==> config.mk <==
export PLATFORM = sky130hd
export DESIGN_NAME = pstb_bank
export DESIGN_NICKNAME = d
export VERILOG_FILES = /design/src/pstb_pkg.sv /design/src/pstb_monitor_cmp.sv /design/src/pstb_bank.sv
export SDC_FILE = /design/constraint.sdc
export NUM_CORES = 1
export LEC_CHECK = 0
export CAP_MARGIN = 10
export CELL_PAD_IN_SITES_DETAIL_PLACEMENT = 0
export CELL_PAD_IN_SITES_GLOBAL_PLACEMENT = 1
export CORE_MARGIN = 3
export CORE_UTILIZATION = 30
export DETAILED_ROUTE_END_ITERATION = 12
export DONT_BUFFER_PORTS = 1
export PLACE_DENSITY = 0.63
export SLEW_MARGIN = 20
export SYNTH_ARGS = -nofsm -noshare
export SYNTH_HDL_FRONTEND = slang
export SYNTH_SLANG_ARGS = --single-unit
==> constraint.sdc <==
create_clock -name sys_clk -period 3.4 [get_ports sys_clk]
set_input_delay 0.85 -clock sys_clk [delete_from_list [all_inputs] [get_ports sys_clk]]
set_output_delay 0.85 -clock sys_clk [all_outputs]
set_load 0.005 [all_outputs]
==> src/pstb_pkg.sv <==
// shared constants and types for the status and telemetry command bank
package pstb_pkg;

  // command codes
  localparam logic [7:0] PSTB_CMD_CLEAR_FAULTS        = 8'h03;
  localparam logic [7:0] PSTB_CMD_TEMPERATURE_STATUS  = 8'h7d;
  localparam logic [7:0] PSTB_CMD_COMM_LOGIC_STATUS   = 8'h7e;
  localparam logic [7:0] PSTB_CMD_VENDOR_MON_STATUS   = 8'h80;
  localparam logic [7:0] PSTB_CMD_INPUT_VOLTAGE_READ  = 8'h88;
  localparam logic [7:0] PSTB_CMD_OUTPUT_VOLTAGE_READ = 8'h8b;

  // reset values
  localparam logic [7:0]  PSTB_STATUS_RESET  = 8'h00;
  localparam logic [15:0] PSTB_READING_RESET = 16'h0000;

  // temperature status bits
  localparam int PSTB_TEMP_OT_FAULT_BIT = 7;
  localparam int PSTB_TEMP_OT_WARN_BIT  = 6;
  localparam int PSTB_TEMP_UT_WARN_BIT  = 5;
  localparam int PSTB_TEMP_UT_FAULT_BIT = 4;

  // communication error bits
  localparam int PSTB_CML_BAD_CMD_BIT   = 7;
  localparam int PSTB_CML_BAD_DATA_BIT  = 6;
  localparam int PSTB_CML_PEC_BIT       = 5;
  localparam int PSTB_CML_OTHER_BIT     = 1;

  // vendor monitor bits
  localparam int PSTB_VND_IMB_ERR_BIT   = 6;
  localparam int PSTB_VND_UV_WARN_BIT   = 5;
  localparam int PSTB_VND_OV_WARN_BIT   = 4;
  localparam int PSTB_VND_SYNC_LOST_BIT = 3;
  localparam int PSTB_VND_UV_FAULT_BIT  = 1;
  localparam int PSTB_VND_OV_FAULT_BIT  = 0;

  // status word summary bits
  localparam int PSTB_SW_TEMPERATURE_BIT = 2;
  localparam int PSTB_SW_COMM_BIT        = 1;

  // linear-11 packing and linear-16 scale
  localparam int PSTB_L11_EXP_MSB  = 15;
  localparam int PSTB_L11_EXP_LSB  = 11;
  localparam int PSTB_L11_MANT_MSB = 10;
  localparam int PSTB_L16_EXPONENT = -13;

  // warning margins as ratios of ten
  localparam int PSTB_WARN_DEN      = 10;
  localparam int PSTB_WARN_LOW_NUM  = 9;
  localparam int PSTB_WARN_HIGH_NUM = 11;

  // answer lengths in bytes
  localparam logic [1:0] PSTB_LEN_NONE = 2'h0;
  localparam logic [1:0] PSTB_LEN_BYTE = 2'h1;
  localparam logic [1:0] PSTB_LEN_WORD = 2'h2;

  localparam int PSTB_PAGE_W = 2;

  typedef enum logic [2:0] {
    PSTB_K_UNKNOWN,
    PSTB_K_CLEAR,
    PSTB_K_TEMP,
    PSTB_K_CML,
    PSTB_K_VENDOR,
    PSTB_K_VIN,
    PSTB_K_VOUT
  } pstb_kind_e;

  typedef struct packed {
    logic [7:0]             code;
    logic                   write;
    logic [PSTB_PAGE_W-1:0] page;
    logic                   pec_error;
    logic                   data_error;
  } pstb_cmd_s;

  typedef struct packed {
    logic ot_fault;
    logic ot_warn;
    logic ut_warn;
    logic ut_fault;
  } pstb_temp_evt_s;

  typedef struct packed {
    logic [15:0] data;
    logic [1:0]  len;
    logic        refused;
  } pstb_answer_s;

endpackage : pstb_pkg

==> src/pstb_monitor_cmp.sv <==
// monitor pin voltage threshold comparator
`timescale 1ns/1ps
`default_nettype none
module pstb_monitor_cmp
  import pstb_pkg::*;
#(
  parameter int MON_W = 12
)(
  // clock and reset
  input  wire logic             sys_clk,
  input  wire logic             rst,
  // sample and thresholds
  input  wire logic             sample_valid,
  input  wire logic [MON_W-1:0] voltage,
  input  wire logic [MON_W-1:0] low_threshold,
  input  wire logic [MON_W-1:0] high_threshold,
  // one-cycle detections
  output logic                  uv_fault,
  output logic                  ov_fault,
  output logic                  uv_warn,
  output logic                  ov_warn
);

  localparam int PW = MON_W + 4;

  // scale the voltage by ten and the thresholds by nine and eleven so no divider is needed
  wire logic [PW-1:0] v_scaled    = PW'(voltage) * PW'(PSTB_WARN_DEN);
  wire logic [PW-1:0] low_margin  = PW'(low_threshold) * PW'(PSTB_WARN_LOW_NUM);
  wire logic [PW-1:0] high_margin = PW'(high_threshold) * PW'(PSTB_WARN_HIGH_NUM);

  wire logic uv_fault_next = sample_valid && (voltage < low_threshold);
  wire logic ov_fault_next = sample_valid && (voltage > high_threshold);
  wire logic uv_warn_next  = sample_valid && (v_scaled < low_margin);
  wire logic ov_warn_next  = sample_valid && (v_scaled > high_margin);

  always_ff @(posedge sys_clk or posedge rst)
  begin
    if (rst)
    begin
      uv_fault <= 1'b0;
      ov_fault <= 1'b0;
      uv_warn  <= 1'b0;
      ov_warn  <= 1'b0;
    end
    else
    begin
      uv_fault <= uv_fault_next;
      ov_fault <= ov_fault_next;
      uv_warn  <= uv_warn_next;
      ov_warn  <= ov_warn_next;
    end
  end

endmodule : pstb_monitor_cmp
`default_nettype wire

==> src/pstb_bank.sv <==
// status and telemetry command bank of the point-of-load converter
// Notes on behaviour
// - paged temperature status byte, cleared after reset
// - bits 7..4: over/under temperature fault, warning
// - global communication error byte, zero after reset
// - bit 7: unknown or unsupported command code
// - bit 6: command with invalid or unsupported data
// - bit 5: packet error detected in command
// - bit 1: write to read-only, other faults
// - global vendor status byte, zero after reset
// - bit 6: inter module bus error
// - bit 5: monitor voltage ten percent under low
// - bit 4: monitor voltage ten percent over high
// - bit 3: external clock synchronisation lost
// - bit 1: monitor voltage below low threshold
// - bit 0: monitor voltage above high threshold
// - global two byte linear-11 input voltage
// - paged unsigned output voltage, scale two^-13
// - status word bit 2 on temperature events
// - status word bit 1 on communication errors
`timescale 1ns/1ps
`default_nettype none
module pstb_bank
  import pstb_pkg::*;
#(
  parameter int PAGES = 2,
  parameter int MON_W = 12
)(
  // clock and reset
  input  wire logic                             sys_clk,
  input  wire logic                             rst,
  // command from the bus protocol engine
  input  wire logic                             cmd_valid,
  input  wire pstb_cmd_s                        cmd,
  input  wire logic                             other_comm_fault,
  // answer to the bus protocol engine
  output logic                                  ans_valid,
  output pstb_answer_s                          ans,
  // temperature events per page
  input  wire pstb_temp_evt_s [PAGES-1:0]       temp_evt,
  // vendor monitor sources
  input  wire logic                             monitor_sample_valid,
  input  wire logic [MON_W-1:0]                 monitor_pin_voltage,
  input  wire logic [MON_W-1:0]                 monitor_low_threshold,
  input  wire logic [MON_W-1:0]                 monitor_high_threshold,
  input  wire logic                             inter_module_bus_error,
  input  wire logic                             sync_lost,
  // telemetry samples
  input  wire logic                             vin_valid,
  input  wire logic [4:0]                       vin_exponent,
  input  wire logic [10:0]                      vin_mantissa,
  input  wire logic [PAGES-1:0]                 vout_valid,
  input  wire logic [PAGES-1:0][15:0]           vout_code,
  // status word summary bits
  output logic [PAGES-1:0]                      temp_summary,
  output logic                                  comm_summary
);

  // page field is two bits wide, so at most four pages
  if (PAGES < 1 || PAGES > (1 << PSTB_PAGE_W))
  begin : g_bad_pages
    $error("pstb_bank: PAGES out of range");
  end
  if (MON_W < 2 || MON_W > 24)
  begin : g_bad_mon_w
    $error("pstb_bank: MON_W out of range");
  end

  // command decode
  pstb_kind_e kind;

  always_comb
  begin
    case (cmd.code)
      PSTB_CMD_CLEAR_FAULTS:        kind = PSTB_K_CLEAR;
      PSTB_CMD_TEMPERATURE_STATUS:  kind = PSTB_K_TEMP;
      PSTB_CMD_COMM_LOGIC_STATUS:   kind = PSTB_K_CML;
      PSTB_CMD_VENDOR_MON_STATUS:   kind = PSTB_K_VENDOR;
      PSTB_CMD_INPUT_VOLTAGE_READ:  kind = PSTB_K_VIN;
      PSTB_CMD_OUTPUT_VOLTAGE_READ: kind = PSTB_K_VOUT;
      default:                      kind = PSTB_K_UNKNOWN;
    endcase
  end

  wire logic is_paged   = (kind == PSTB_K_TEMP) || (kind == PSTB_K_VOUT);
  wire logic page_bad   = is_paged && (int'(cmd.page) >= PAGES);
  wire logic is_ro      = (kind != PSTB_K_CLEAR) && (kind != PSTB_K_UNKNOWN);

  // a packet error hides every other check; nothing else about the frame is trusted
  wire logic err_pec    = cmd_valid && cmd.pec_error;
  wire logic err_cmd    = cmd_valid && !cmd.pec_error && (kind == PSTB_K_UNKNOWN);
  wire logic err_write  = cmd_valid && !cmd.pec_error && cmd.write && is_ro;
  // clear is a send-byte; reading it is an unsupported use of the command
  wire logic err_clr_rd = cmd_valid && !cmd.pec_error && !cmd.write && (kind == PSTB_K_CLEAR);
  wire logic err_data   = cmd_valid && !cmd.pec_error && !err_cmd && !err_write
                          && (cmd.data_error || page_bad);
  wire logic refuse     = err_pec || err_cmd || err_write || err_clr_rd || err_data;
  wire logic do_clear   = cmd_valid && !refuse && (kind == PSTB_K_CLEAR);
  wire logic do_read    = cmd_valid && !refuse && !cmd.write && is_ro;

  // temperature status, one byte per page
  logic [PAGES-1:0][7:0] temp_status_reg;

  for (genvar p = 0; p < PAGES; p++)
  begin : g_page
    wire logic [7:0] temp_set;
    wire logic [7:0] temp_next;

    assign temp_set[PSTB_TEMP_OT_FAULT_BIT] = temp_evt[p].ot_fault;
    assign temp_set[PSTB_TEMP_OT_WARN_BIT]  = temp_evt[p].ot_warn;
    assign temp_set[PSTB_TEMP_UT_WARN_BIT]  = temp_evt[p].ut_warn;
    assign temp_set[PSTB_TEMP_UT_FAULT_BIT] = temp_evt[p].ut_fault;
    assign temp_set[3:0]                    = 4'h0;

    // an event in the clearing cycle survives the clear
    assign temp_next = (do_clear ? PSTB_STATUS_RESET : temp_status_reg[p]) | temp_set;

    always_ff @(posedge sys_clk or posedge rst)
    begin
      if (rst)
      begin
        temp_status_reg[p] <= PSTB_STATUS_RESET;
      end
      else
      begin
        temp_status_reg[p] <= temp_next;
      end
    end
  end

  // communication error byte
  logic [7:0]      comm_status_reg;
  wire logic [7:0] comm_set;
  wire logic [7:0] comm_next;

  assign comm_set[PSTB_CML_BAD_CMD_BIT]  = err_cmd || err_clr_rd;
  assign comm_set[PSTB_CML_BAD_DATA_BIT] = err_data;
  assign comm_set[PSTB_CML_PEC_BIT]      = err_pec;
  assign comm_set[4:2]                   = 3'h0;
  assign comm_set[PSTB_CML_OTHER_BIT]    = err_write || other_comm_fault;
  assign comm_set[0]                     = 1'b0;

  assign comm_next = (do_clear ? PSTB_STATUS_RESET : comm_status_reg) | comm_set;

  always_ff @(posedge sys_clk or posedge rst)
  begin
    if (rst)
    begin
      comm_status_reg <= PSTB_STATUS_RESET;
    end
    else
    begin
      comm_status_reg <= comm_next;
    end
  end

  // vendor monitor byte
  logic mon_uv_fault;
  logic mon_ov_fault;
  logic mon_uv_warn;
  logic mon_ov_warn;

  pstb_monitor_cmp #(
    .MON_W          (MON_W)
  ) u_monitor_cmp (
    .sys_clk        (sys_clk),
    .rst            (rst),
    .sample_valid   (monitor_sample_valid),
    .voltage        (monitor_pin_voltage),
    .low_threshold  (monitor_low_threshold),
    .high_threshold (monitor_high_threshold),
    .uv_fault       (mon_uv_fault),
    .ov_fault       (mon_ov_fault),
    .uv_warn        (mon_uv_warn),
    .ov_warn        (mon_ov_warn)
  );

  logic [7:0]      vendor_status_reg;
  wire logic [7:0] vendor_set;
  wire logic [7:0] vendor_next;

  assign vendor_set[7]                      = 1'b0;
  assign vendor_set[PSTB_VND_IMB_ERR_BIT]   = inter_module_bus_error;
  assign vendor_set[PSTB_VND_UV_WARN_BIT]   = mon_uv_warn;
  assign vendor_set[PSTB_VND_OV_WARN_BIT]   = mon_ov_warn;
  assign vendor_set[PSTB_VND_SYNC_LOST_BIT] = sync_lost;
  assign vendor_set[2]                      = 1'b0;
  assign vendor_set[PSTB_VND_UV_FAULT_BIT]  = mon_uv_fault;
  assign vendor_set[PSTB_VND_OV_FAULT_BIT]  = mon_ov_fault;

  assign vendor_next = (do_clear ? PSTB_STATUS_RESET : vendor_status_reg) | vendor_set;

  always_ff @(posedge sys_clk or posedge rst)
  begin
    if (rst)
    begin
      vendor_status_reg <= PSTB_STATUS_RESET;
    end
    else
    begin
      vendor_status_reg <= vendor_next;
    end
  end

  // telemetry holding registers
  logic [15:0]            vin_reg;
  logic [PAGES-1:0][15:0] vout_reg;

  wire logic [15:0] vin_packed;
  assign vin_packed[PSTB_L11_EXP_MSB:PSTB_L11_EXP_LSB] = vin_exponent;
  assign vin_packed[PSTB_L11_MANT_MSB:0]               = vin_mantissa;

  always_ff @(posedge sys_clk or posedge rst)
  begin
    if (rst)
    begin
      vin_reg <= PSTB_READING_RESET;
    end
    else if (vin_valid)
    begin
      vin_reg <= vin_packed;
    end
  end

  // the code is passed through unchanged; the host applies the fixed scale
  for (genvar p = 0; p < PAGES; p++)
  begin : g_vout
    always_ff @(posedge sys_clk or posedge rst)
    begin
      if (rst)
      begin
        vout_reg[p] <= PSTB_READING_RESET;
      end
      else if (vout_valid[p])
      begin
        vout_reg[p] <= vout_code[p];
      end
    end
  end

  // answer selection; page is only trusted once checked against PAGES
  wire logic [PSTB_PAGE_W-1:0] sel_page = page_bad ? '0 : cmd.page;

  logic [15:0] rd_word;
  logic [1:0]  rd_len;

  always_comb
  begin
    rd_word = PSTB_READING_RESET;
    rd_len  = PSTB_LEN_NONE;
    case (kind)
      PSTB_K_TEMP:
      begin
        rd_word = {8'h00, temp_status_reg[sel_page]};
        rd_len  = PSTB_LEN_BYTE;
      end
      PSTB_K_CML:
      begin
        rd_word = {8'h00, comm_status_reg};
        rd_len  = PSTB_LEN_BYTE;
      end
      PSTB_K_VENDOR:
      begin
        rd_word = {8'h00, vendor_status_reg};
        rd_len  = PSTB_LEN_BYTE;
      end
      PSTB_K_VIN:
      begin
        rd_word = vin_reg;
        rd_len  = PSTB_LEN_WORD;
      end
      PSTB_K_VOUT:
      begin
        rd_word = vout_reg[sel_page];
        rd_len  = PSTB_LEN_WORD;
      end
      default:
      begin
        rd_word = PSTB_READING_RESET;
        rd_len  = PSTB_LEN_NONE;
      end
    endcase
  end

  pstb_answer_s ans_next;
  assign ans_next.data    = do_read ? rd_word : PSTB_READING_RESET;
  assign ans_next.len     = do_read ? rd_len : PSTB_LEN_NONE;
  assign ans_next.refused = refuse;

  always_ff @(posedge sys_clk or posedge rst)
  begin
    if (rst)
    begin
      ans_valid <= 1'b0;
    end
    else
    begin
      ans_valid <= cmd_valid;
    end
  end

  // answer holds until the next command so a slow reader still sees it
  always_ff @(posedge sys_clk or posedge rst)
  begin
    if (rst)
    begin
      ans <= '0;
    end
    else if (cmd_valid)
    begin
      ans <= ans_next;
    end
  end

  // status word summary bits, one cycle behind the status bytes
  wire logic [PAGES-1:0] temp_any;
  for (genvar p = 0; p < PAGES; p++)
  begin : g_sum
    assign temp_any[p] = |temp_status_reg[p];
  end

  always_ff @(posedge sys_clk or posedge rst)
  begin
    if (rst)
    begin
      temp_summary <= '0;
    end
    else
    begin
      temp_summary <= temp_any;
    end
  end

  always_ff @(posedge sys_clk or posedge rst)
  begin
    if (rst)
    begin
      comm_summary <= 1'b0;
    end
    else
    begin
      comm_summary <= |comm_status_reg;
    end
  end

endmodule : pstb_bank
`default_nettype wire

* After elaboration in Yosys (flattened, before gate mapping)
Index checks and enable logic that the tools add are counted.
Word-level totals: output and inout port bits 23, flip-flop bits (word level) 107, bits of input ports 115, logic and storage cells 97
Operators by class: order comparisons 6, reduce and logical (&&, ||, !) cells 40, muxes and demuxes 14, bitwise logic cells 4, $mul 3, eq/ne operators 13
Operators with widths (number):
- case mux 16 bit (5 select lines) | 1
- two-way mux 16 bit | 3
- two-way mux 8 bit | 6
- multiplier 12 x 4 -> 16 bit (second input constant) | 2
- == test 8 bit (second input constant) | 3
- OR 8 bit | 3
- OR reduction 8 bit | 3
- logical AND 1 bit | 20
- case mux 3 bit (6 select lines) | 1
- == test 8 x 7 -> 1 bit (second input constant) | 2
- > comparator 16 bit | 1
- < comparator 16 bit | 1
- multiplier 12 x 3 -> 15 bit (second input constant) | 1
- > comparator 12 bit | 1
- < comparator 12 bit | 1
- == test 3 bit (second input constant) | 3
- == test 8 x 2 -> 1 bit (second input constant) | 1
- logical OR 1 bit | 8
- OR 8 x 7 -> 8 bit | 1
- == test 3 x 2 -> 1 bit (second input constant) | 2
- logical NOT 1 bit | 5
- two-way mux 2 bit | 2
- case mux 2 bit (2 select lines) | 1
- == test 3 x 1 -> 1 bit (second input constant) | 1
- 7 further kinds | 7

* Longest topological paths before layout
Gate-level depths: netlist of run 1.
depth in word-level cells 14, gate-level depth with buffers 16, gate-level depth less buffers 16

* Cells and area by module
Synthesis of run 1 repeated with hierarchy kept, for this count alone.
Unflattened totals: cells, all modules 747, area, all modules 7484.7 um^2
By module, submodules not included:
- pstb_bank | instances 1, seq. area each 2227.1 um^2, cells an instance 316, area an instance 3983.8 um^2
- pstb_monitor_cmp | instances 1, seq. area each 100.1 um^2, cells an instance 431, area an instance 3500.9 um^2

* Worst setup path after synthesis of run 1
OpenSTA, ideal clock, no wires.
path type input to register, start point input port monitor_high_threshold[5], end point register u_monitor_cmp.ov_warn, library setup time 0.132 ns, arrival 3.837 ns, slack -0.569 ns, path buffers 0, data required time 3.268 ns, stages 16, cell sequence ha_1 -> inv_1 -> fa_1 -> inv_1 -> ha_1 -> o21ai_0 -> a21oi_1 -> o31a_1 -> o211a_1 -> a311oi_1 -> ha_1 -> nand4_1 -> nor2_1 -> and4_1 -> a221oi_1 -> a21oi_1
On the way: word-level cells in the longest chain between the ends 3
Ends and longest elaborated chain:
- from (decl) | line pstb_bank.sv:45 | input wire logic [MON_W-1:0] monitor_high_threshold,
- multiplier 12 x 4 -> 16 bit | line pstb_monitor_cmp.sv:29 | wire logic [PW-1:0] high_margin = PW'(high_threshold) * PW'(PSTB_WARN_HIGH_NUM);
- > comparator 16 bit | line pstb_monitor_cmp.sv:34 | wire logic ov_warn_next = sample_valid && (v_scaled > high_margin);
- logical AND 1 bit | line pstb_monitor_cmp.sv:34
- net u_monitor_cmp.ov_warn_next | line pstb_monitor_cmp.sv:34
- to (signal assigned) | line pstb_monitor_cmp.sv:50 | ov_warn <= ov_warn_next;
- to (decl) | line pstb_monitor_cmp.sv:21 | output logic ov_warn
The timed path passes the listed nets, and every way through them passes these cells. A chain may end at the register's enable or synchronous reset.

* Final worst setup path of run 1
start point input port monitor_high_threshold[4], end point register u_monitor_cmp.ov_warn
The elaborated chain is that of the path after synthesis.

==> results.txt, run 1 <==
Synth Instances: 735
Tot GR Track Use: 14.4%
I/O pin cnt: 138
setup repair after global routing missed its margin: yes
Highest Clock Rate: 0.289 GHz
area growth from synthesis to final layout: 20.2%
HPWL after detailed placement: 16200 µm
worst slew slack as a fraction of its limit: 51.7%
DR vias/cell: 4.98
worst voltage drop across the vdd grid: 0.237 mV
fin cells: 1122
static power due to leakage: 4.08 nW
number of cells on the worst reg-to-reg path: 4
final net count: 1042
signal arrival time at the worst endpoint: 3.69 ns
Warnings, synthesis: 0
run status: complete, but fails checks
Yosys top cell by area: sky130_fd_sc_hd__dfrtp_1
clk sinks: 93
critical path type: primary input to flip-flop
Critical Path Source: monitor_high_threshold[4]
sum of internal, switching and leakage power: 3.70 mW
final wirelength: 19600 µm
final hold slack: 0.425 ns
area share of the largest cell type after synthesis: 31.4%
transition time at the pin with the least slew margin: 0.724 ns
overflow left after global routing: 0
ratio of cells with drive above 1 in the final layout: 24.7%
CTS Hold Buffers Added: 0
clock skew after layout: 0.00554 ns
instance area at placement: 0.00837 mm²
Post-Place Cells: 1100
starting DRC count in detailed routing: 218
initial antenna violation count: 0
antenna cell count: 0
global-route wire length before repair: 30500 µm
DRC violations left: 0
commonest register cell after synthesis: sky130_fd_sc_hd__dfrtp_1
post-route antenna net violation count: 0
post-synthesis instance area: 0.00742 mm²
sequential fraction of the synthesis area: 31.4%
height of the die: 163 µm
worst endpoint required time: 3.62 ns
Max FO, Critical Path: 4
number of global-route vias before repair: 5837
Clk Tree Root Cell: sky130_fd_sc_hd__clkbuf_16
mean instance size in the synthesized netlist: 10.1 µm²
maximum number of pins on one net before global-route repair: 60
Syn Nets: 979
initial standard-cell utilization of the core: 31.1%
number of H-tree levels: 3
post-layout utilization of the core: 37.3%
post-layout worst setup margin: -0.0660 ns
Die ar.: 0.0267 mm²
number of pins exceeding their max-slew limit in the final report: 0
CTS clk-pin slew, worst paths: 0.06 ns
Cell variety after synth: 64
routed wire length per instance: 17.5 µm
Die X: 163 µm
Crit path max-delay family: adder cells
Startpoint Class: primary input
finished layout cell area: 0.00892 mm²
clock buffer depth: 2
flop and latch count out of synthesis: 93
Reg2Reg Capture Point: ans[8]$_DFFE_PP0P_
cell area power density: 415 mW/mm²
IO Port Bufs: 0
first-pass iteration count of the detailed router: 4
TritonCTS clock tree: built
number of hold violations in the final report: 0
max_cap viols: 0
max reg flops: 32
final critical path time including I/O delays and setup: 3.47 ns
delay of the slowest cell on the worst path: 0.50 ns
number of setup violations in the final report: 1
number of buffers created by CTS: 9
Async SR Flop Fraction: 100%
Tightest Hold Check Type: flip-flop to flip-flop
placeable core region: 0.0239 mm²
final cycle utilization of the critical path: 102%
R2R Path Start: temp_status_reg[5]$_DFF_PP0_
Post-synth EDFFs: 0
setup TNS: -0.0660 ns
Place WS: -0.576 ns
count of vias placed by the detailed router: 5583
critical path endpoint category: flip-flop
Skew-Pair Late Insertion Delay: 0.33 ns
violated checks: negative setup slack
total number of cells along the worst setup path: 17
cell types occupying the most area after synthesis: sky130_fd_sc_hd__dfrtp_1, sky130_fd_sc_hd__ha_1, sky130_fd_sc_hd__mux2_2, sky130_fd_sc_hd__inv_1, sky130_fd_sc_hd__fa_1
Hold Path Depth: 1
buffering stage count on the worst path with inverters included: 5
library cell appearing most often on the critical path: sky130_fd_sc_hd__buf_4
routability congestion estimate: 0.794
Reg2Reg Setup Slack: 2.02 ns
series of cell instances along the critical path: ha_1, inv_1, fa_1, inv_1, ha_4, nor3_4, buf_4, o211ai_1, buf_4, a21oi_1, xor2_1, ha_1, nand4_1, nor2_2, buf_4, a221oi_4, a21oi_2
capture point of the worst path: u_monitor_cmp.ov_warn$_DFF_PP0_
cell with the biggest individual delay on the critical path: sky130_fd_sc_hd__fa_1
Placement Rows: 56
-- kinds of logic (layout without fill, tap and decap cells) --
| family | Yosys count | in the layout | share of synthesized area, % |
|---|---|---|---|
| AO/OA/AOI/OAI | 178 | 178 | 17.4 |
| XOR/XNOR | 27 | 27 | 3.19 |
| adder cells (fa/ha/maj) | 129 | 129 | 22.9 |
| buffers and inverters | 97 | 165 | 5.08 |
| flip-flops | 93 | 93 | 31.4 |
| multiplexers | 58 | 58 | 8.63 |
| AND/OR/NAND/NOR | 153 | 153 | 11.5 |
-- cell usage after synthesis (8+ instances only) --
master / n
sky130_fd_sc_hd__a21o_1: 28
sky130_fd_sc_hd__clkbuf_1: 11
sky130_fd_sc_hd__mux2_2: 48
sky130_fd_sc_hd__xor2_1: 17
sky130_fd_sc_hd__mux2i_1: 10
sky130_fd_sc_hd__a22o_1: 10
sky130_fd_sc_hd__o21ai_0: 28
sky130_fd_sc_hd__inv_1: 78
sky130_fd_sc_hd__o211ai_1: 8
sky130_fd_sc_hd__a211o_1: 11
sky130_fd_sc_hd__nor2_1: 30
sky130_fd_sc_hd__nand3_1: 12
sky130_fd_sc_hd__ha_1: 118
sky130_fd_sc_hd__dfrtp_1: 93
sky130_fd_sc_hd__nor2b_1: 18
sky130_fd_sc_hd__xnor2_1: 10
sky130_fd_sc_hd__nor3_1: 13
sky130_fd_sc_hd__or4_1: 8
sky130_fd_sc_hd__nand4_1: 8
sky130_fd_sc_hd__a21oi_1: 37
sky130_fd_sc_hd__nand2_1: 29
sky130_fd_sc_hd__fa_1: 11
-- final cells by class --
class,count,area (µm²)
fillers,2361,15000
multi-input cells,545,5010
flip-flops and latches,93,2330
repair buffers,71,558
well taps,319,399
inverters,78,295
clock buffers,10,239
clock inverters,6,92.6
-- cells in the final DEF, fill, tap and decap left out, types with 8 or more instances in the layout --
| cell | netlist | routed |
|---|---|---|
| sky130_fd_sc_hd__a22o_1 | 10 | 10 |
| sky130_fd_sc_hd__dfrtp_1 | 93 | 93 |
| sky130_fd_sc_hd__nor2_1 | 30 | 28 |
| sky130_fd_sc_hd__nand2_1 | 29 | 28 |
| sky130_fd_sc_hd__nor3_1 | 13 | 12 |
| sky130_fd_sc_hd__xor2_1 | 17 | 17 |
| sky130_fd_sc_hd__o21ai_0 | 28 | 18 |
| sky130_fd_sc_hd__buf_4 | 0 | 69 |
| sky130_fd_sc_hd__clkbuf_16 | 0 | 9 |
| sky130_fd_sc_hd__nor2b_1 | 18 | 16 |
| sky130_fd_sc_hd__fa_1 | 11 | 8 |
| sky130_fd_sc_hd__a21oi_1 | 37 | 33 |
| sky130_fd_sc_hd__a211o_1 | 11 | 11 |
| sky130_fd_sc_hd__ha_4 | 0 | 10 |
| sky130_fd_sc_hd__nand3_1 | 12 | 11 |
| sky130_fd_sc_hd__inv_1 | 78 | 71 |
| sky130_fd_sc_hd__nand4_1 | 8 | 8 |
| sky130_fd_sc_hd__ha_1 | 118 | 106 |
| sky130_fd_sc_hd__a21o_1 | 28 | 28 |
| sky130_fd_sc_hd__mux2i_1 | 10 | 10 |
| sky130_fd_sc_hd__mux2_2 | 48 | 48 |
| sky130_fd_sc_hd__xnor2_1 | 10 | 9 |
| sky130_fd_sc_hd__or4_1 | 8 | 8 |
| sky130_fd_sc_hd__o211ai_1 | 8 | 8 |
-- worst min-delay path by stage --
stage                                                 from                        endpoint  slack (ns)
after floorplan           u_monitor_cmp.ov_fault$_DFF_PP0_  vendor_status_reg[0]$_DFF_PP0_        0.40
after global placement     u_monitor_cmp.uv_warn$_DFF_PP0_  vendor_status_reg[5]$_DFF_PP0_        0.41
after detailed placement   u_monitor_cmp.uv_warn$_DFF_PP0_  vendor_status_reg[5]$_DFF_PP0_        0.41
after CTS                  u_monitor_cmp.uv_warn$_DFF_PP0_  vendor_status_reg[5]$_DFF_PP0_        0.43
after global routing      u_monitor_cmp.ov_fault$_DFF_PP0_  vendor_status_reg[0]$_DFF_PP0_        0.43
final                     u_monitor_cmp.ov_fault$_DFF_PP0_  vendor_status_reg[0]$_DFF_PP0_        0.42
-- timing repair --
item	in CTS	in global routing
pin swaps	19	24
setup buffers	3	3
endpoints found under the setup margin	1	2
gates resized for setup	14	25
-- power by group --
| group | internal [mW] | total (mW) | switching [mW] |
|---|---|---|---|
| combinational | 0.723 | 1.40 | 0.677 |
| sequential | 1.18 | 1.21 | 0.0338 |
| clock | 0.670 | 1.09 | 0.420 |
| total | 2.57 | 3.70 | 1.13 |
-- metal layers --
metal  vias up  wire length (µm)  GRT usage, %
met5         -                 0             0
li1       2816                 -             -
met2       116              9890          26.6
met4         0               227          3.38
met3        14              1140          2.82
met1      2637              8380          17.2
No activity file was read; power rests on OpenSTA's default activity.
==> run 2: changes to the inputs <==
--- a/config.mk
+++ b/config.mk
@@ -6,13 +6,12 @@
 export NUM_CORES = 1
 export LEC_CHECK = 0
 export CAP_MARGIN = 10
-export CELL_PAD_IN_SITES_DETAIL_PLACEMENT = 0
-export CELL_PAD_IN_SITES_GLOBAL_PLACEMENT = 1
 export CORE_MARGIN = 3
 export CORE_UTILIZATION = 30
 export DETAILED_ROUTE_END_ITERATION = 12
 export DONT_BUFFER_PORTS = 1
-export PLACE_DENSITY = 0.63
+export PLACE_DENSITY = 0.53
+export REMOVE_ABC_BUFFERS = 1
 export SLEW_MARGIN = 20
 export SYNTH_ARGS = -nofsm -noshare
 export SYNTH_HDL_FRONTEND = slang
==> run 2 against run 1 <==
Compared with the run above:
- the flow still finishes with violations (negative setup slack)
- fmax up 0.32%
- via count up 2.1%
- worst hold slack worse by 0.031 ns
- core utilization up 0.29 points
- register-to-register slack got worse by 0.18 ns
- total power up 3.0%
- non-clock buffer count rose by 9
==> results.txt, run 2 (synthesized netlist as in run 1, its figures left out) <==
run status: complete, but fails checks
violated checks: negative setup slack
buffering stage count on the worst path with inverters included: 4 (-1)
instance area at placement: 0.00831 mm² (-0.73%)
cell area power density: 424 mW/mm² (+2.2%)
number of global-route vias before repair: 5838 (+0.017%)
number of hold violations in the final report: 0 (unchanged)
delay of the slowest cell on the worst path: 0.51 ns (about the same)
setup repair after global routing missed its margin: yes
Die X: 163 µm (unchanged)
critical path type: primary input to flip-flop
maximum number of pins on one net before global-route repair: 59 (-1.7%)
clock skew after layout: 0.00453 ns (-0.00101 ns)
Crit path max-delay family: adder cells
commonest cells after routing, fill and taps aside: sky130_fd_sc_hd__ha_1, sky130_fd_sc_hd__dfrtp_1, sky130_fd_sc_hd__buf_4
Tot GR Track Use: 14.3% (-0.16 points)
Skew-Pair Late Insertion Delay: 0.34 ns (about the same)
ratio of cells with drive above 1 in the final layout: 25.0% (+0.34 points)
finished layout cell area: 0.00899 mm² (+0.77%)
TritonCTS clock tree: built
final net count: 1051 (+0.86%)
final cycle utilization of the critical path: 102% (-0.32 points)
number of cells on the worst reg-to-reg path: 4 (unchanged)
Fillers: 2367 (+0.25%)
Die ar.: 0.0267 mm² (unchanged)
clock buffer depth: 2 (unchanged)
initial antenna violation count: 1 (+1)
placeable core region: 0.0239 mm² (unchanged)
worst slew slack as a fraction of its limit: 47.8% (-3.9 points)
global-route wire length before repair: 30400 µm (-0.32%)
HPWL after detailed placement: 15400 µm (-4.7%)
worst voltage drop across the vdd grid: 0.241 mV (+2.0%)
area growth from synthesis to final layout: 21.1%
number of H-tree levels: 3 (unchanged)
final wirelength: 19200 µm (-2.0%)
height of the die: 163 µm (unchanged)
overflow left after global routing: 0 (unchanged)
R2R Path Start: temp_status_reg[5]$_DFF_PP0_
Reg2Reg Capture Point: ans[8]$_DFFE_PP0P_
Startpoint Class: primary input
routed wire length per instance: 17.0 µm (-2.9%)
sum of internal, switching and leakage power: 3.81 mW (+3.0%)
first-pass iteration count of the detailed router: 5 (+1)
Critical Path Source: monitor_high_threshold[2]
number of buffers created by CTS: 9 (unchanged)
final critical path time including I/O delays and setup: 3.46 ns (-0.0110 ns)
CTS clk-pin slew, worst paths: 0.06 ns (about the same)
signal arrival time at the worst endpoint: 3.67 ns (-0.02 ns)
initial standard-cell utilization of the core: 31.1% (unchanged)
most frequent standard cell in the layout excluding fill and tap cells: sky130_fd_sc_hd__ha_1
starting DRC count in detailed routing: 276 (+27%)
Placement Rows: 56 (unchanged)
max_cap viols: 0 (unchanged)
IO Port Bufs: 0 (unchanged)
number of setup violations in the final report: 1 (unchanged)
static power due to leakage: 4.13 nW (+1.1%)
Clk Tree Root Cell: sky130_fd_sc_hd__clkbuf_16
count of vias placed by the detailed router: 5700 (+2.1%)
clk sinks: 93 (unchanged)
critical path endpoint category: flip-flop
worst endpoint required time: 3.62 ns (about the same)
Tightest Hold Check Type: primary input to asynchronous set/reset pin
number of pins exceeding their max-slew limit in the final report: 0 (unchanged)
max reg flops: 32 (unchanged)
Highest Clock Rate: 0.289 GHz (+0.32%)
series of cell instances along the critical path: ha_1, inv_1, fa_1, inv_2, ha_4, buf_4, o2111ai_4, buf_4, a32oi_2, xnor2_1, ha_1, nand4_1, nor2_2, and4_1, a221oi_2, a21oi_1
I/O pin cnt: 138 (unchanged)
post-route antenna net violation count: 0 (unchanged)
transition time at the pin with the least slew margin: 0.763 ns (+0.0387 ns)
post-layout worst setup margin: -0.0550 ns (+0.0110 ns)
Max FO, Critical Path: 4 (unchanged)
cell with the biggest individual delay on the critical path: sky130_fd_sc_hd__fa_1
routability congestion estimate: 0.800 (+0.77%)
DRC violations left: 0 (unchanged)
Reg2Reg Setup Slack: 1.84 ns (-0.18 ns)
CTS Hold Buffers Added: 0 (unchanged)
DR vias/cell: 5.04 (+1.2%)
[run 2: cell types whose count changed in the layout (fill, tap and decap cells not counted), moves of 2 or more]
cell	change
sky130_fd_sc_hd__bufinv_16	+2
sky130_fd_sc_hd__o21ai_2	-2
sky130_fd_sc_hd__inv_2	+2
sky130_fd_sc_hd__inv_1	-2
sky130_fd_sc_hd__o21ai_0	+2
sky130_fd_sc_hd__buf_4	+10
[run 2: final cells by class]
type / count / area, µm² / share of cell area [%]
diodes: 1 / 2.50 / 0.0278
inverters: 78 / 295 / 3.29
clock buffers: 10 / 229 / 2.55
clock inverters: 6 / 135 / 1.50
flip-flops and latches: 93 / 2330 / 25.9
well taps: 319 / 399 / 4.44
repair buffers: 80 / 613 / 6.82
multi-input cells: 545 / 4990 / 55.5
[run 2: worst max-delay path by stage]
stage,cells after the start,slack [ns],end
detailed placement,16,-0.83,u_monitor_cmp.ov_warn$_DFF_PP0_
CTS,14,-0.09,u_monitor_cmp.ov_warn$_DFF_PP0_
global route,16,-0.23,u_monitor_cmp.ov_warn$_DFF_PP0_
global placement,16,-0.76,u_monitor_cmp.ov_warn$_DFF_PP0_
finish,16,-0.06,u_monitor_cmp.ov_warn$_DFF_PP0_
floorplan,16,-0.57,u_monitor_cmp.ov_warn$_DFF_PP0_
[run 2: per-layer routing]
| layer | global-route usage [%] | routed length [µm] | up-vias |
|---|---|---|---|
| met5 | 0 | 12 | - |
| met3 | 3.75 | 1490 | 19 |
| met2 | 24.2 | 9090 | 144 |
| li1 | - | - | 2834 |
| met1 | 18.2 | 8350 | 2701 |
| met4 | 3.50 | 301 | 2 |
[run 2: where the power goes]
part | total (mW) | switching (mW) | internal, mW
logic | 1.39 | 0.673 | 0.716
registers | 1.21 | 0.0327 | 1.18
clock network | 1.21 | 0.421 | 0.793
[run 2: stage by stage]
stage	hold slack, ns	cells	utilization [%]	TNS, ns	worst slack, ns
detailed placement	0.417	1110	34.8	-1.25	-0.833
floorplan	0.404	716	-	-0.569	-0.569
finish	0.394	1132	37.6	-0.0550	-0.0550
global placement	0.410	1110	34.8	-1.17	-0.757
global route	0.421	1131	37.6	-0.231	-0.231
CTS	0.407	1131	37.3	-0.0855	-0.0855
[run 2: repair_timing]
item / in CTS / in global routing
pin swaps: 39 / 12
gates resized for setup: 40 / 17
endpoints found under the setup margin: 2 / 2
buffers inserted: 6 / 0
==> run 3: changes to the inputs <==
--- a/config.mk
+++ b/config.mk
@@ -10,9 +10,11 @@
 export CORE_UTILIZATION = 30
 export DETAILED_ROUTE_END_ITERATION = 12
 export DONT_BUFFER_PORTS = 1
+export GPL_TIMING_DRIVEN = 0
 export PLACE_DENSITY = 0.53
 export REMOVE_ABC_BUFFERS = 1
 export SLEW_MARGIN = 20
 export SYNTH_ARGS = -nofsm -noshare
 export SYNTH_HDL_FRONTEND = slang
 export SYNTH_SLANG_ARGS = --single-unit
+export TNS_END_PERCENT = 5
==> run 3 against run 2 <==
Compared with the run above:
- the run still ends with negative setup slack left
- core utilization decreased by 2.0 points
- cell area down 5.4%
- die area did not move
- sequential share of layout area increased by 1.5 points
- setup slack got worse by 0.13 ns
- combinational power down 7%
- routed wire length is 2.8% lower
- critical path type unchanged
==> results.txt, run 3 (synthesized netlist as in run 1, its figures left out) <==
buffering stage count on the worst path with inverters included: 4 (unchanged)
Tightest Hold Check Type: primary input to asynchronous set/reset pin
number of setup violations in the final report: 1 (unchanged)
sum of internal, switching and leakage power: 3.52 mW (-7.7%)
run status: complete, but fails checks
cell with the biggest individual delay on the critical path: sky130_fd_sc_hd__fa_1
Clk Tree Root Cell: sky130_fd_sc_hd__clkbuf_16
Die X: 163 µm (unchanged)
worst endpoint required time: 3.65 ns (+0.03 ns)
DRC violations left: 0 (unchanged)
static power due to leakage: 3.81 nW (-7.8%)
Max FO, Critical Path: 4 (unchanged)
height of the die: 163 µm (unchanged)
Reg2Reg Capture Point: ans[9]$_DFFE_PP0P_
ratio of cells with drive above 1 in the final layout: 18.7% (-6.3 points)
Reg2Reg Setup Slack: 1.78 ns (-0.06 ns)
clk sinks: 93 (unchanged)
maximum number of pins on one net before global-route repair: 75 (+27%)
TritonCTS clock tree: built
Gate power share: 36.6% (+0.2 points)
critical path type: primary input to flip-flop
overflow left after global routing: 0 (unchanged)
antenna cell count: 0 (-1)
critical path endpoint category: flip-flop
area growth from synthesis to final layout: 14.6%
fraction of power consumed by the clock network: 29.0% (-2.8 points)
Place WS: -0.984 ns (-0.151 ns)
Sw Ratio: 31.9% (+2.3 points)
clock buffer depth: 2 (unchanged)
signal arrival time at the worst endpoint: 3.84 ns (+0.17 ns)
post-layout worst setup margin: -0.181 ns (-0.126 ns)
post-layout utilization of the core: 35.6% (-2.0 points)
Highest Clock Rate: 0.279 GHz (-3.5%)
worst voltage drop across the vdd grid: 0.236 mV (-2.2%)
Skew-Pair Late Insertion Delay: 0.34 ns (about the same)
placeable core region: 0.0239 mm² (unchanged)
final cycle utilization of the critical path: 105% (+3.7 points)
number of global-route vias before repair: 5592 (-4.2%)
Placement Rows: 56 (unchanged)
cell area power density: 414 mW/mm² (-2.5%)
internal power consumption: 2.40 mW (-11%)
Startpoint Class: primary input
final net count: 989 (-5.9%)
routed wire length per instance: 17.5 µm (+3.0%)
transition time at the pin with the least slew margin: 0.927 ns (+0.164 ns)
initial antenna violation count: 1 (unchanged)
global-route wire length before repair: 29800 µm (-1.8%)
number of pins exceeding their max-slew limit in the final report: 0 (unchanged)
I/O pin cnt: 138 (unchanged)
CTS clk-pin slew, worst paths: 0.07 ns (about the same)
switching power: 1.12 mW (-0.46%)
most frequent standard cell in the layout excluding fill and tap cells: sky130_fd_sc_hd__ha_1
Tot GR Track Use: 14.0% (-0.25 points)
violated checks: negative setup slack
IO Port Bufs: 0 (unchanged)
max_cap viols: 0 (unchanged)
finished layout cell area: 0.00851 mm² (-5.4%)
starting DRC count in detailed routing: 287 (+4.0%)
routability congestion estimate: 0.820 (+2.5%)
post-route antenna net violation count: 0 (unchanged)
Die ar.: 0.0267 mm² (unchanged)
instance area at placement: 0.00779 mm² (-6.3%)
max reg flops: 32 (unchanged)
number of hold violations in the final report: 0 (unchanged)
R2R Path Start: vin_reg[6]$_DFFE_PP0P_
number of buffers created by CTS: 9 (unchanged)
number of H-tree levels: 3 (unchanged)
number of cells on the worst reg-to-reg path: 4 (unchanged)
worst slew slack as a fraction of its limit: 38.2% (-9.6 points)
power share of the sequential group: 34.4% (+2.7 points)
HPWL after detailed placement: 14800 µm (-3.9%)
Crit path max-delay family: adder cells
commonest cells after routing, fill and taps aside: sky130_fd_sc_hd__ha_1, sky130_fd_sc_hd__dfrtp_1, sky130_fd_sc_hd__inv_1
count of vias placed by the detailed router: 5450 (-4.4%)
setup repair after global routing missed its margin: yes
DR vias/cell: 5.10 (+1.2%)
final wirelength: 18700 µm (-2.8%)
series of cell instances along the critical path: ha_1, inv_1, fa_1, inv_2, ha_4, and2_4, o21ai_4, buf_4, buf_4, a32oi_1, xnor2_1, ha_1, nand4_1, nor2_2, and4_4, a221oi_4, a21oi_2
initial standard-cell utilization of the core: 31.1% (unchanged)
final critical path time including I/O delays and setup: 3.58 ns (+0.126 ns)
delay of the slowest cell on the worst path: 0.52 ns (about the same)
first-pass iteration count of the detailed router: 4 (-1)
clock skew after layout: 0.00738 ns (+0.00285 ns)
[run 3: per-layer routing]
metal  share of wire (%)  vias to the layer above  track usage (%)
met5               0.059                        -                0
met4                0.67                        2             2.54
met3                 7.9                       12             3.93
met2                  47                      146             23.9
met1                  44                     2579             17.9
li1                    -                     2711                -
[run 3: worst max path at each step]
stage                              start                              end  slack (ns)  depth (start not counted)
2_1_floorplan  monitor_high_threshold[5]  u_monitor_cmp.ov_warn$_DFF_PP0_       -0.57                         16
3_3_place_gp                         rst  u_monitor_cmp.uv_warn$_DFF_PP0_       -0.98                          1
3_5_place_dp   monitor_high_threshold[3]  u_monitor_cmp.ov_warn$_DFF_PP0_       -0.98                         16
4_1_cts        monitor_high_threshold[1]  u_monitor_cmp.ov_warn$_DFF_PP0_       -0.17                         14
5_1_grt        monitor_high_threshold[1]  u_monitor_cmp.ov_warn$_DFF_PP0_       -0.30                         15
6_report       monitor_high_threshold[3]  u_monitor_cmp.ov_warn$_DFF_PP0_       -0.18                         17
[run 3: power by group through the flow]
stage               Sequential, mW  Clock (mW)  Combinational (mW)
floorplan                     1.22           0               0.842
global route                  1.22        1.09                1.48
global placement              1.23           0                1.04
CTS                           1.21        1.05                1.23
finish                        1.21        1.02                1.29
detailed placement            1.23           0                1.06
[run 3: timing repair]
| item | in CTS | in global routing |
|---|---|---|
| endpoints found under the hold margin | 0 | 0 |
| hold buffers | 0 | 0 |
| pin swaps | 32 | 22 |
| setup buffers | 12 | 3 |
| gates cloned | 0 | 0 |
| setup endpoints to repair | 2 | 2 |
| resized for setup | 41 | 14 |
[run 3: layout make-up]
type	instances	area (µm²)
multi-input combinational	545	5020
tap	319	399
fill	2394	15400
inverter	78	298
clock buffer	10	239
clock inverter	6	70.1
timing repair buffer	18	155
sequential	93	2330
[run 3: metrics by stage]
stage / hold slack [ns] / cells / setup TNS, ns
2_1_floorplan: 0.404 / 716 / -0.569
6_report: 0.294 / 1069 / -0.181
4_1_cts: 0.290 / 1066 / -0.168
5_1_grt: 0.302 / 1069 / -0.341
3_5_place_dp: 0.414 / 1038 / -1.35
3_3_place_gp: 0.408 / 1035 / -93.56
